<file path="src/hdl/ebrg_pkg.sv">
// package: constants and types for the external bus request/grant block
package ebrg_pkg;
   // ==========================================================
   // synchroniser and arbiter constants
   localparam int SYNC_STAGES = 2;            // flops on each async pin
   localparam logic RST_HALT  = 1'b1;         // core held while in reset
   localparam logic GNT_IDLE  = 1'b1;         // grant pins idle high
   // arbiter states, one-hot
   typedef enum logic [2:0] {
      ST_OWN  = 3'b001,                      // device owns the bus
      ST_WAIT = 3'b010,                      // request seen, access underway
      ST_GNT  = 3'b100                       // bus granted away
   } ebrg_state_t;
endpackage

</file>
<file path="src/hdl/ebrg_sync.sv">
// file: two-flop synchroniser for one asynchronous pin
`timescale 1ns/1ps
module ebrg_sync
   import ebrg_pkg::*;
#(
   parameter logic RST_VAL = 1'b1             // value held under reset
) (
   input  wire logic clk,
   input  wire logic rst_n,
   input  wire logic d_in,
   output logic      q_out
);
   logic meta_ff;                             // first stage, read only by q_out
   // ==========================================================
   // two-stage capture
   always_ff @(posedge clk or negedge rst_n) begin
      if (!rst_n) begin
         meta_ff <= RST_VAL;
         q_out   <= RST_VAL;
      end else begin
         meta_ff <= d_in;
         q_out   <= meta_ff;
      end
   end
endmodule

</file>
<file path="src/hdl/ebrg_top.sv">
// file: bus request/grant hand-over logic for the external memory interface
// Overview of operation
// - idle request: next cycle float bus, grant, halt
// - deferred-halt: keep running until external access needed
// - busy access: grant cycle after access completes
// - grant at access boundaries, between two accesses
// - request withdrawn: drop grant, drive, resume
// - arbitration works during boot and reset
// - grant-hang low when stalled for bus
// - on return drop grant, hang, do access
// - emulator enable selects emulator pins, floats grant
`timescale 1ns/1ps
module ebrg_top
   import ebrg_pkg::*;
(
   input  wire logic REF_CLK,                 // processor clock, 200 MHz
   input  wire logic RST_N,                   // power-on reset, async low
   input  wire logic EXT_BUS_REQUEST_N,       // normal request pin
   input  wire logic EMULATOR_BUS_REQUEST_N,  // emulator request pin
   input  wire logic EXT_RESET_N,             // normal device reset pin
   input  wire logic EMULATOR_RESET_N,        // emulator reset pin
   input  wire logic EMULATOR_ENABLE,         // selects emulator pins
   input  wire logic GO_MODE,                 // deferred-halt enable
   input  wire logic ACCESS_ACTIVE,           // core external access underway
   input  wire logic ACCESS_LAST,             // last cycle of that access
   input  wire logic ACCESS_NEEDED,           // core ready, wants external access
   output logic      EXT_BUS_GRANT_N,         // normal grant pin level
   output logic      EXT_BUS_GRANT_OE,        // normal grant pin drive enable
   output logic      EMULATOR_BUS_GRANT_N,    // emulator grant pin
   output logic      GRANT_HANG_N,            // stalled waiting for bus
   output logic      BUS_DRIVE_OE,            // address/data/strobe drive enable
   output logic      CORE_HALT,               // stall program execution
   output logic      CORE_RESET_N             // selected reset to core
);
   // ==========================================================
   // synchronised pins
   logic req_norm_s;                          // normal request, synced
   logic req_emu_s;                           // emulator request, synced
   logic rst_norm_s;                          // normal reset, synced
   logic rst_emu_s;                           // emulator reset, synced
   logic ee_s;                                // emulator enable, synced
   logic req_act;                             // selected request, active high
   // arbiter state
   ebrg_state_t state_ff;                     // current arbiter state
   ebrg_state_t nxt_state;                    // next arbiter state
   logic        stall;                        // core would need the bus
   logic        grant_nxt;                    // grant asserted next
   ebrg_sync #(.RST_VAL(1'b1)) u_req_norm (
      .clk   (REF_CLK),
      .rst_n (RST_N),
      .d_in  (EXT_BUS_REQUEST_N),
      .q_out (req_norm_s)
   );
   // emulator copy of the request, same two-flop path
   ebrg_sync #(.RST_VAL(1'b1)) u_req_emu (
      .clk   (REF_CLK),
      .rst_n (RST_N),
      .d_in  (EMULATOR_BUS_REQUEST_N),
      .q_out (req_emu_s)
   );
   ebrg_sync #(.RST_VAL(1'b0)) u_rst_norm (
      .clk   (REF_CLK),
      .rst_n (RST_N),
      .d_in  (EXT_RESET_N),
      .q_out (rst_norm_s)
   );
   ebrg_sync #(.RST_VAL(1'b0)) u_rst_emu (
      .clk   (REF_CLK),
      .rst_n (RST_N),
      .d_in  (EMULATOR_RESET_N),
      .q_out (rst_emu_s)
   );
   ebrg_sync #(.RST_VAL(1'b0)) u_ee (
      .clk   (REF_CLK),
      .rst_n (RST_N),
      .d_in  (EMULATOR_ENABLE),
      .q_out (ee_s)
   );
   // ==========================================================
   // pin selection
   // emulator pin select
   assign req_act = ee_s ? !req_emu_s : !req_norm_s;
   // ==========================================================
   // next-state decision
   // deferred halt stall
   assign stall = GO_MODE ? ACCESS_NEEDED : 1'b1;
   // arbiter next state from the selected, synced request
   always_comb begin
      nxt_state = state_ff;
      unique case (state_ff)
         ST_OWN: begin
            // last cycle of an access is a boundary too
            if (req_act && (!ACCESS_ACTIVE || ACCESS_LAST)) begin
               nxt_state = ST_GNT;
            end else if (req_act) begin
               nxt_state = ST_WAIT;
            end
         end
         ST_WAIT: begin
            // access boundary grant
            // withdrawn before the boundary: keep the bus
            if (!req_act) begin
               nxt_state = ST_OWN;
            end else if (ACCESS_LAST || !ACCESS_ACTIVE) begin
               nxt_state = ST_GNT;
            end
         end
         ST_GNT: begin
            if (!req_act) begin
               nxt_state = ST_OWN;
            end
         end
         default: nxt_state = ST_OWN;
      endcase
   end
   assign grant_nxt = (nxt_state == ST_GNT);
   // ==========================================================
   // state register, independent of core reset
   // arbitration during reset
   always_ff @(posedge REF_CLK or negedge RST_N) begin
      if (!RST_N) begin
         state_ff <= ST_OWN;
      end else begin
         state_ff <= nxt_state;
      end
   end
   // ==========================================================
   // grant pins and bus drivers
   // all pin levels registered, none straight from logic
   always_ff @(posedge REF_CLK or negedge RST_N) begin
      if (!RST_N) begin
         EXT_BUS_GRANT_N      <= GNT_IDLE;
         EXT_BUS_GRANT_OE     <= 1'b1;
         EMULATOR_BUS_GRANT_N <= GNT_IDLE;
         BUS_DRIVE_OE         <= 1'b1;
      end else begin
         EXT_BUS_GRANT_OE     <= !ee_s;
         EXT_BUS_GRANT_N      <= !(grant_nxt && !ee_s);
         EMULATOR_BUS_GRANT_N <= !(grant_nxt && ee_s);
         BUS_DRIVE_OE         <= !grant_nxt;
      end
   end
   // ==========================================================
   // halt and grant-hang
   // both share one process so they move on the same edge
   always_ff @(posedge REF_CLK or negedge RST_N) begin
      if (!RST_N) begin
         CORE_HALT    <= RST_HALT;
         GRANT_HANG_N <= 1'b1;
      end else begin
         CORE_HALT    <= grant_nxt && stall;
         GRANT_HANG_N <= !(grant_nxt && ACCESS_NEEDED);
      end
   end
   // core reset from the selected pin
   always_ff @(posedge REF_CLK or negedge RST_N) begin
      if (!RST_N) begin
         CORE_RESET_N <= 1'b0;
      end else begin
         CORE_RESET_N <= ee_s ? rst_emu_s : rst_norm_s;
      end
   end
   // ==========================================================
   // checks
   // all sample on the processor clock, off under power reset
   a_idle_grant_next: assert property (@(posedge REF_CLK) disable iff (!RST_N)
      (state_ff == ST_OWN && req_act && !ACCESS_ACTIVE) |=> !BUS_DRIVE_OE)
      else $error("bus not floated after idle request");
   a_busy_no_grant: assert property (@(posedge REF_CLK) disable iff (!RST_N)
      (state_ff == ST_OWN && req_act && ACCESS_ACTIVE && !ACCESS_LAST) |=> BUS_DRIVE_OE)
      else $error("bus granted during access");
   a_boundary_grant: assert property (@(posedge REF_CLK) disable iff (!RST_N)
      (state_ff == ST_WAIT && req_act && ACCESS_LAST) |=> state_ff == ST_GNT)
      else $error("no grant at access boundary");
   a_release_resume: assert property (@(posedge REF_CLK) disable iff (!RST_N)
      (state_ff == ST_GNT && !req_act) |=> (BUS_DRIVE_OE && !CORE_HALT))
      else $error("no resume after request withdrawn");
   a_go_mode_runs: assert property (@(posedge REF_CLK) disable iff (!RST_N)
      (GO_MODE && !ACCESS_NEEDED) |=> !CORE_HALT)
      else $error("halted in deferred mode without need");
   a_hang_cause: assert property (@(posedge REF_CLK) disable iff (!RST_N)
      !GRANT_HANG_N |-> $past(grant_nxt && ACCESS_NEEDED))
      else $error("grant hang without cause");
   a_return_clears: assert property (@(posedge REF_CLK) disable iff (!RST_N)
      (state_ff == ST_GNT && !req_act) |=> (GRANT_HANG_N && EXT_BUS_GRANT_N))
      else $error("grant or hang held after return");
   a_emu_grant_float: assert property (@(posedge REF_CLK) disable iff (!RST_N)
      ee_s |=> (!EXT_BUS_GRANT_OE && EXT_BUS_GRANT_N))
      else $error("normal grant driven in emulation");
   a_grant_in_reset: assert property (@(posedge REF_CLK) disable iff (!RST_N)
      (!CORE_RESET_N && state_ff == ST_OWN && req_act && !ACCESS_ACTIVE && !ee_s)
      |=> !EXT_BUS_GRANT_N)
      else $error("no grant while core reset");
   a_sync_latency: assert property (@(posedge REF_CLK) disable iff (!RST_N)
      ($fell(EXT_BUS_REQUEST_N) && !ee_s && !ACCESS_ACTIVE && state_ff == ST_OWN)
      |-> ##1 EXT_BUS_GRANT_N)
      else $error("request used before synchronisation");
   a_last_cycle_grant: assert property (@(posedge REF_CLK) disable iff (!RST_N)
      (state_ff == ST_OWN && req_act && ACCESS_LAST) |=> !BUS_DRIVE_OE)
      else $error("no grant after last access cycle");
   a_go_halt_need: assert property (@(posedge REF_CLK) disable iff (!RST_N)
      (GO_MODE && ACCESS_NEEDED && state_ff == ST_GNT && req_act) |=> CORE_HALT)
      else $error("deferred mode did not stall on access");
   a_emu_req_ignored: assert property (@(posedge REF_CLK) disable iff (!RST_N)
      (ee_s && state_ff == ST_OWN && !req_norm_s && req_emu_s)
      |=> BUS_DRIVE_OE)
      else $error("normal request honoured in emulation");
   a_oe_normal: assert property (@(posedge REF_CLK) disable iff (!RST_N)
      !ee_s |=> EXT_BUS_GRANT_OE)
      else $error("normal grant floated outside emulation");
endmodule

</file>
<file path="config.mk">
export PLATFORM = sky130hd
export DESIGN_NAME = ebrg_top
export DESIGN_NICKNAME = d
export VERILOG_FILES = /design/src/hdl/ebrg_pkg.sv /design/src/hdl/ebrg_sync.sv /design/src/hdl/ebrg_top.sv
export SDC_FILE = /design/constraint.sdc
export NUM_CORES = 1
export LEC_CHECK = 0
export ABC_AREA = 1
export BUFFER_PORTS_ARGS = -buffer_cell sky130_fd_sc_hd__buf_2
export CAP_MARGIN = 40
export CORE_AREA = 2 2 39 41
export CTS_CLUSTER_DIAMETER = 60
export DETAILED_ROUTE_END_ITERATION = 6
export DIE_AREA = 0 0 41 43
export GPL_TIMING_DRIVEN = 1
export PLACE_DENSITY = 0.76
export SYNTH_ARGS = -nofsm -noshare
export SYNTH_HDL_FRONTEND = slang
export SYNTH_HIERARCHICAL = 1
export SYNTH_SLANG_ARGS = --single-unit
</file>
<file path="constraint.sdc">
create_clock -name REF_CLK -period 1.5 [get_ports REF_CLK]
set_input_delay 0.075 -clock REF_CLK [delete_from_list [all_inputs] [get_ports REF_CLK]]
set_output_delay 0.075 -clock REF_CLK [all_outputs]
set_load 0.03 [all_outputs]
</file>
======== Word-level counts from Yosys, hierarchy flattened ========
Cells that the tools add are included.
word-level totals
  output and inout port bits .............. 7
  flip-flop bits (word level) ............. 20
  word-level logic and storage cells ...... 45
  input port bits ......................... 11
operators by class
  reduce and logical (&&, ||, !) cells .... 14
  mux-type cells .......................... 9
  equality and inequality tests ........... 4
operators with widths
  cell                                           number
  two-way mux 3 bit                              5
  one-hot mux 3 bit (3 select lines)             1
  logical NOT 1 bit                              8
  == test 3 bit, second input constant           2
  logical AND 1 bit                              5
  == test 3 x 1 -> 1 bit, second input constant  1
  == test 3 x 2 -> 1 bit, second input constant  1
  two-way mux 1 bit                              3
  logical OR 1 bit                               1

======== Logic depth before layout (Yosys ltp) ========
Gate-level depths: netlist (run 1).
  depth in word-level cells ............... 8
  mapped depth ............................ 6
  mapped depth without buffers ............ 6

======== By module ========
The synthesis (run 1) kept the hierarchy.
modules (own cells, without submodules)
  module                     area each (µm²)  cells an instance  instances
  ebrg_top                   405.4            38                 1
  ebrg_sync (u_ee ...)       50.0             2                  3
  ebrg_sync (u_req_emu ...)  52.6             2                  2

======== Worst setup path after synthesis (run 1) ========
OpenSTA, ideal clock, no wires.
  path type ............................... register to register
  start point ............................. reg state_ff[0]
  end point ............................... reg CORE_HALT
  path slack .............................. 447 ps
  path buffers ............................ 0
  period minus slack after synthesis ...... 1053 ps
  cell stages (with the launch flop) ...... 7
  setup time .............................. 64 ps
  arrival time ............................ 989 ps
  path through ............................ dfstp_2 > inv_1 > nand2_1 > nand3_1 > nand2_1 > nand3_4 > nor2_2
between the ends
  cells in the longest elaborated chain, start to end .. 5
  elaborated cells between the ends (all ways) .. 11
  those cells by class .................... eq/ne (4); mux (6); reduce/logical (1)
ends and longest elaborated chain
  item                                         RTL line                         RTL
  start: declaration                           ebrg_top.sv:44                   ebrg_state_t state_ff;
  start signal: assignment                     ebrg_top.sv:124                  state_ff <= nxt_state;
  two-way mux 3 bit, on equally long branches  ebrg_top.sv:104, ebrg_top.sv:95
  two-way mux 3 bit, on equally long branches  ebrg_top.sv:102, ebrg_top.sv:93
  one-hot mux 3 bit (3 select lines) *         ebrg_top.sv:90                   unique case (state_ff)
  == test 3 bit *                              ebrg_top.sv:116                  assign grant_nxt = (nxt_state == ST_GNT);
  logical AND 1 bit *                          ebrg_top.sv:151                  CORE_HALT <= grant_nxt && stall;
  end signal: assignment                       ebrg_top.sv:151
  end: declaration                             ebrg_top.sv:32                   output logic CORE_HALT,
Mark *: on every way between the ends. The rest lies on a longest branch, timed or not.

======== Worst setup path after layout (run 1) ========
Ends and elaborated chain as after synthesis.

==> metrics.md, run 1 <==
| Metric | Value |
|---|---|
| Outcome | complete, no violations |
| Sum of routed wire segments on met1 | 362 um |
| Critical path class | flip-flop to flip-flop |
| Switching Share | 22.8% |
| Proportion of power drawn by the clock network | 35.8% |
| Sequential share of power | 51.3% |
| Final HPWL DP | 655 um |
| Register-to-Register Path Depth | 6 |
| TritonCTS Sinks | 20 |
| GR Util All Layers | 13.9% |
| Number of H-tree branching levels | 1 |
| Overall power of the completed layout | 0.00119 W |
| Area of combinational cells with multiple inputs | 120 um^2 |
| Post-layout min period | 1.16 ns |
| Register area | 514 um^2 |
| Total power per unit cell area | 1340 mW/mm^2 |
| Worst IR drop on VDD | 0.000777 V |
| Total length of routed met3 wires | 57 um |
| Largest reg by FF count | state_ff |
| Clk root buf | clkbuf_4 |
| Critical path required time | 1.74 ns |
| Ports | 18 |
| Antenna diode count | 0 |
| Launch point of the worst path | state_ff[0]$_DFF_PN1_ |
| Number of flip-flops in the largest register | 3 |
| FP Rows | 14 |
| Type of the most critical hold path | input pin to flip-flop |
| Flop-to-flop setup slack | 0.34 ns |
| Unrepaired setup endpoints after global routing | false |
| Via count | 407 |
| Final ANT Viol Nets | 0 |
| Pin slew with the least headroom to its limit | 0.412 ns |
| Endpoints failing hold | 0 |
| Clock-pin slew reported for the worst setup and hold paths after clock tree synthesis | 0.11 ns |
| Number of buffers added by the clock tree synthesis step | 3 |
| CP max stage cell | dfstp_2 |
| Final setup viols | 0 |
| Number of max-capacitance violations reported | 0 |
| Quantity of I/O buffers inserted on ports | 17 |
| Worst Setup End Kind | flip-flop |
| Gp weighted congestion | 0.717 |
| Leakage power | 0.426 nW |
| Combinational Power Share | 12.9% |
| Switching power total | 0.000272 W |
| Post-Layout Inst Area | 888 um^2 |
| Reg-to-Reg End | CORE_HALT$_DFF_PN1_ |
| Worst Path Arrival | 1.40 ns |
| Clock tree buffer depth | 2 |
| Global route overflow | 0 |
| Number of storage elements in the synthesis netlist | 20 |
| Area of the die | 0.00176 mm^2 |
| Post-Synthesis Mean Instance Area | 13.8 um^2 |
| Startpoint of the worst-slack reg-to-reg timing path | state_ff[0]$_DFF_PN1_ |
| Number of vias per cell | 4.42 |
| Number of antenna violations at the first check in global routing | 0 |
| Count of different cell masters after synthesis | 12 |
| Residual DRC | 0 |
| Fraction of the cycle the final worst path needs | 77.2% |
| Initial cell density of the core | 47.7% |
| Count of fill cells added during filler insertion | 108 |
| Number of nets in the layout | 88 |
| Hold depth | 4 |
| Setup tns final | 0 ns |
| Area of the mapped netlist | 661 um^2 |
| Internal | 0.000922 W |
| Critical-path cell list | inv_1 > nand2_1 > nand3_1 > nand2_1 > nand3_4 > nor2_2 |
| Worst Hold End | state_ff[1]$_DFF_PN0_ |
| Final count of pins violating max slew | 0 |
| Final wirelength | 934 um |
| Placed instance area | 766 um^2 |
| Highest metal layer used by the detailed router | met4 |
| Die extent in x | 41 um |
| Area growth, synth to finish | 34.5% |
| Yosys Warn Count | 6 |
| Kind of start point of the critical path | flip-flop |
| Post-CTS Setup Repair Bufs | 0 |
| Sum of met2 wire segment lengths after detailed routing | 505 um |
| Minimum setup slack after placement | 0.344 ns |
| HP Start | ACCESS_LAST |
| Longest individual stage delay on the worst path | 0.54 ns |
| CTS tree | done |
| Per-cell routed wire length | 10.2 um |
| First-pass GRT wire length | 1490 um |
| Slew margin rel. | 72.5% |
| Pin count of the biggest net entering global routing | 21 |
| Worst-skew pair later-pin latency | 0.30 ns |
| Most frequent CP cell | nand2_1 |
| Synthesized netlist cell count | 48 |
| Sequential cell area fraction in the yosys report | 77.8% |
| Top library cells by usage in the layout, fill and taps aside | buf_2, dfstp_2, dfrtp_1, nand2_1, dlygate4sd3_1 |
| Number of nets produced by synthesis | 59 |
| Fraction of final layout cells sized beyond drive strength 1 | 47.4% |
| Final worst-path setup slack | 0.342 ns |
| Worst clock skew on the final layout | 0.00179 ns |
| Highest achievable clock rate | 0.864 GHz |
| Drt first-iter violations | 2 |
| Crit path max fanout | 5 |
| Most common library cell in the layout ignoring fill and taps | buf_2 |
| Count of TritonRoute iterations in the first routing pass | 4 |
| Core area | 0.00138 mm^2 |
| Vias in the first global route | 371 |
| Chip Height | 43 um |
[critical path: cells and delay by family, from the launching register on]
family / cells / cell delay, ns
buffers and inverters: 1 / 0.05
flip-flops: 1 / 0.54
AND/OR/NAND/NOR: 5 / 0.51
[worst max-delay path by stage]
stage,end,cells past startpoint
detailed placement,CORE_HALT$_DFF_PN1_,6
CTS,CORE_HALT$_DFF_PN1_,6
global route,CORE_HALT$_DFF_PN1_,6
finish,CORE_HALT$_DFF_PN1_,6
global placement,CORE_HALT$_DFF_PN1_,6
floorplan,CORE_HALT$_DFF_PN1_,6
[layout make-up]
class,instances,area share (%)
Inverter,7,2.96
Clock inverter,1,3.38
Tap cell,16,2.25
Multi-Input combinational cell,21,13.5
Clock buffer,3,2.54
Sequential cell,20,57.9
Timing Repair Buffer,24,17.5
[synthesized netlist by cell type]
cell type / count / share of area (%)
dfrtp_1: 9 / 34
nor2_2: 1 / 0.95
nand4_1: 3 / 2.8
nor2_1: 3 / 1.7
nand3_4: 1 / 2.7
dfstp_2: 11 / 44
inv_1: 6 / 3.4
o21ai_4: 1 / 2.5
nand2_1: 9 / 5.1
nand3_1: 2 / 1.5
inv_2: 1 / 0.57
or2_1: 1 / 0.95
[per-layer routing]
| layer | track usage, % | vias up |
|---|---|---|
| met4 | 8.00 | 0 |
| met5 | 0 | - |
| met3 | 6.28 | 2 |
| met1 | 15.0 | 186 |
| met2 | 21.3 | 16 |
| li1 | - | 203 |
[through the flow]
step / cells / hold slack (ns) / util [%]
floorplan: 48 / -0.221 / -
global placement: 81 / 0.0254 / 55.3
detailed placement: 81 / 0.0339 / 55.3
CTS: 92 / 0.000373 / 64.2
global route: 92 / 0.00116 / 64.2
finish: 92 / 0.0133 / 64.2
[what timing repair did]
item / in CTS / in global routing
hold endpoints to repair: 15 / 0
gates resized for setup: 0 / 0
hold buffers: 7 / 0
[cell families after synthesis]
family / synth area share, %
DFF: 77.8
and+or+nand+nor: 15.7
buffers and inverters: 3.98
AOI/OAI and AO/OA: 2.46
[power by group through the flow]
| stage | registers [W] | logic (W) | clock network [W] |
|---|---|---|---|
| 6_report | 0.000612 | 0.000154 | 0.000427 |
| 5_1_grt | 0.000617 | 0.000170 | 0.000463 |
| 4_1_cts | 0.000613 | 0.000157 | 0.000440 |
| 3_5_place_dp | 0.000622 | 0.000143 | 0 |
| 3_3_place_gp | 0.000619 | 0.000138 | 0 |
| 2_1_floorplan | 0.000658 | 0.0000572 | 0 |
Power figures use the tool's default switching activity.
==> run 2: changes to the inputs <==
--- a/config.mk
+++ b/config.mk
@@ -8,12 +8,11 @@
 export ABC_AREA = 1
 export BUFFER_PORTS_ARGS = -buffer_cell sky130_fd_sc_hd__buf_2
 export CAP_MARGIN = 40
-export CORE_AREA = 2 2 39 41
+export CORE_UTILIZATION = 47
 export CTS_CLUSTER_DIAMETER = 60
 export DETAILED_ROUTE_END_ITERATION = 6
-export DIE_AREA = 0 0 41 43
 export GPL_TIMING_DRIVEN = 1
-export PLACE_DENSITY = 0.76
+export PLACE_DENSITY = 0.73
 export SYNTH_ARGS = -nofsm -noshare
 export SYNTH_HDL_FRONTEND = slang
 export SYNTH_HIERARCHICAL = 1
==> constraint.sdc (replaced) <==
create_clock -name REF_CLK -period 1.11 [get_ports REF_CLK]
set_input_delay 0.0555 -clock REF_CLK [delete_from_list [all_inputs] [get_ports REF_CLK]]
set_output_delay 0.0555 -clock REF_CLK [all_outputs]
set_load 0.03 [all_outputs]
==> run 2 against run 1 <==
Power rose by 24%; sequential share of layout area fell by 1.6 points; critical path depth did not move; routed wire length rose by 9.9%; worst hold slack got worse by 0.0019 ns; clock power fell by 5.6%; die area fell by 12%; sequential power rose by 35%; cell count did not move; critical path type unchanged; highest routed layer unchanged; largest cell class unchanged; setup slack got worse by 0.33 ns.
==> metrics.md, run 2 (synthesized netlist as in run 1, its figures left out) <==
| Metric | Value |
|---|---|
| Largest reg by FF count | state_ff |
| FP Rows | 13 (-1) |
| Slew margin rel. | 72.6% (+0.11 points) |
| Number of vias per cell | 4.63 (+4.7%) |
| Quantity of I/O buffers inserted on ports | 17 (unchanged) |
| Highest achievable clock rate | 0.911 GHz (+5.5%) |
| Setup tns final | 0 ns (unchanged) |
| Post-CTS Setup Repair Bufs | 0 (unchanged) |
| Post-layout min period | 1.10 ns (-0.0601 ns) |
| Area of the die | 0.00156 mm^2 (-12%) |
| Via count | 426 (+4.7%) |
| Most common library cell in the layout ignoring fill and taps | buf_2 |
| CTS tree | done |
| GR Util All Layers | 15.6% (+1.7 points) |
| Pin count of the biggest net entering global routing | 21 (unchanged) |
| Per-cell routed wire length | 11.2 um (+9.9%) |
| Number of buffers added by the clock tree synthesis step | 3 (unchanged) |
| Internal | 0.00110 W (+19%) |
| Chip Height | 39.5 um (-8.2%) |
| Residual DRC | 0 (unchanged) |
| Crit path max fanout | 5 (unchanged) |
| Worst Setup End Kind | flip-flop |
| Number of flip-flops in the largest register | 3 (unchanged) |
| Placed instance area | 764 um^2 (-0.16%) |
| Type of the most critical hold path | input pin to flip-flop |
| Area growth, synth to finish | 38.3% |
| Pin slew with the least headroom to its limit | 0.411 ns (-0.00171 ns) |
| Final count of pins violating max slew | 0 (unchanged) |
| Number of antenna violations at the first check in global routing | 0 (unchanged) |
| Clock tree buffer depth | 2 (unchanged) |
| First-pass GRT wire length | 1460 um (-1.9%) |
| CP max stage cell | dfstp_2 |
| Global route overflow | 0 (unchanged) |
| Worst IR drop on VDD | 0.00108 V (+39%) |
| Combinational Power Share | 17.0% (+4.1 points) |
| Clk root buf | clkbuf_4 |
| Number of nets in the layout | 89 (+1.1%) |
| Overall power of the completed layout | 0.00148 W (+24%) |
| Sequential share of power | 55.8% (+4.5 points) |
| Post-Layout Inst Area | 913 um^2 (+2.8%) |
| Gp weighted congestion | 0.646 (-9.9%) |
| Endpoints failing hold | 0 (unchanged) |
| Number of max-capacitance violations reported | 0 (unchanged) |
| Worst-skew pair later-pin latency | 0.29 ns (about the same) |
| Number of H-tree branching levels | 1 (unchanged) |
| Most frequent CP cell | nand3_4 |
| Die extent in x | 39.5 um (-3.7%) |
| Top library cells by usage in the layout, fill and taps aside | buf_2, dfstp_2, dfrtp_1 |
| Switching Share | 25.8% (+3.0 points) |
| Ports | 18 (unchanged) |
| Proportion of power drawn by the clock network | 27.2% (-8.6 points) |
| Final ANT Viol Nets | 0 (unchanged) |
| Core area | 0.00130 mm^2 (-6.0%) |
| Worst Path Arrival | 1.34 ns (-0.06 ns) |
| Worst clock skew on the final layout | 0.0107 ns (+0.00890 ns) |
| Fraction of final layout cells sized beyond drive strength 1 | 54.5% (+7.2 points) |
| Total power per unit cell area | 1630 mW/mm^2 (+21%) |
| Worst hold slack across all endpoints | 0.0115 ns (-0.00186 ns) |
| Unrepaired setup endpoints after global routing | true |
| Critical-path cell list | inv_2 > nand2_2 > nand3_4 > nand2_4 > nand3_4 > nor2_2 |
| Leakage power | 0.428 nW (+0.43%) |
| Vias in the first global route | 379 (+2.2%) |
| Final setup viols | 0 (unchanged) |
| Launch point of the worst path | state_ff[0]$_DFF_PN1_ |
| Startpoint of the worst-slack reg-to-reg timing path | state_ff[0]$_DFF_PN1_ |
| Final wirelength | 1030 um (+9.9%) |
| HP Start | ACCESS_LAST |
| Count of fill cells added during filler insertion | 95 (-12%) |
| Area of combinational cells with multiple inputs | 150 um^2 (+25%) |
| Critical path required time | 1.35 ns (-0.39 ns) |
| Outcome | complete, no violations |
| Final core occ | 70.2% (+6.0 points) |
| TritonCTS Sinks | 20 (unchanged) |
| Final HPWL DP | 614 um (-6.2%) |
| Kind of start point of the critical path | flip-flop |
| Longest individual stage delay on the worst path | 0.55 ns (about the same) |
| Clock-pin slew reported for the worst setup and hold paths after clock tree synthesis | 0.11 ns (about the same) |
| Critical path class | flip-flop to flip-flop |
| Register area | 514 um^2 (unchanged) |
| Switching power total | 0.000384 W (+41%) |
| Antenna diode count | 0 (unchanged) |
| Count of TritonRoute iterations in the first routing pass | 2 (-2) |
| Initial cell density of the core | 50.8% (+3.0 points) |
| Drt first-iter violations | 3 (+1) |
| Fraction of the cycle the final worst path needs | 98.9% (+22 points) |
[run 2: cell count changes in the layout (fill, tap and decap cells not counted), sizes merged]
cell	before	now
clkbuf	3	5
dlygate4sd3	7	8
buf	17	16
bufinv	1	0
[run 2: worst paths after layout]
check	to	slack (ns)	depth (start not counted)
setup / recovery	CORE_HALT$_DFF_PN1_	0.01	6
hold / removal	state_ff[1]$_DFF_PN0_	0.01	4
setup reg to reg	CORE_HALT$_DFF_PN1_	0.01	6
hold reg to reg	u_rst_norm/q_out$_DFF_PN0_	0.36	0
max in group asynchronous	EXT_BUS_GRANT_OE$_DFF_PN1_	0.56	2
min in group asynchronous	state_ff[1]$_DFF_PN0_	0.21	2
[run 2: power groups by stage]
stage                     logic (W)  clock network, W  registers [W]
after detailed placement   0.000193                 0       0.000840
after global placement     0.000186                 0       0.000837
after CTS                  0.000219          0.000419       0.000827
after global routing       0.000275          0.000454       0.000836
after floorplan           0.0000773                 0       0.000889
final                      0.000252          0.000403       0.000829
[run 2: through the flow]
| stage | instances | setup slack, ns |
|---|---|---|
| floorplan | 48 | 0.0566 |
| global placement | 80 | 0.0227 |
| detailed placement | 80 | -0.0338 |
| CTS | 92 | -0.00317 |
| global route | 92 | -0.0541 |
| finish | 92 | 0.0121 |
[run 2: cell type report]
| type | instances | share of cell area [%] |
|---|---|---|
| clock buffers | 4 | 3.97 |
| inverters | 7 | 2.88 |
| multi-input cells | 21 | 16.4 |
| flip-flops and latches | 20 | 56.3 |
| well taps | 15 | 2.05 |
| repair buffers | 25 | 18.4 |
[run 2: routing by layer]
| metal | routed length (um) | vias to the layer above | global-route usage (%) |
|---|---|---|---|
| met5 | 0 | - | 0 |
| met4 | 12 | 0 | 12.9 |
| met3 | 37 | 2 | 5.11 |
| met2 | 562 | 8 | 24.6 |
| met1 | 413 | 209 | 16.7 |
| li1 | - | 207 | - |
[run 2: what timing repair did]
item                       CTS  global route
gates resized for setup      2             7
pin swaps                    0             3
hold endpoints to repair    27             0
hold buffers                 8             0
setup endpoints to repair    3             7
[run 2: critical path, delay by kind of cell (launching register included)]
family / cells / cell delay [ns]
buffers and inverters: 1 / 0.05
DFF: 1 / 0.55
and+or+nand+nor: 5 / 0.45
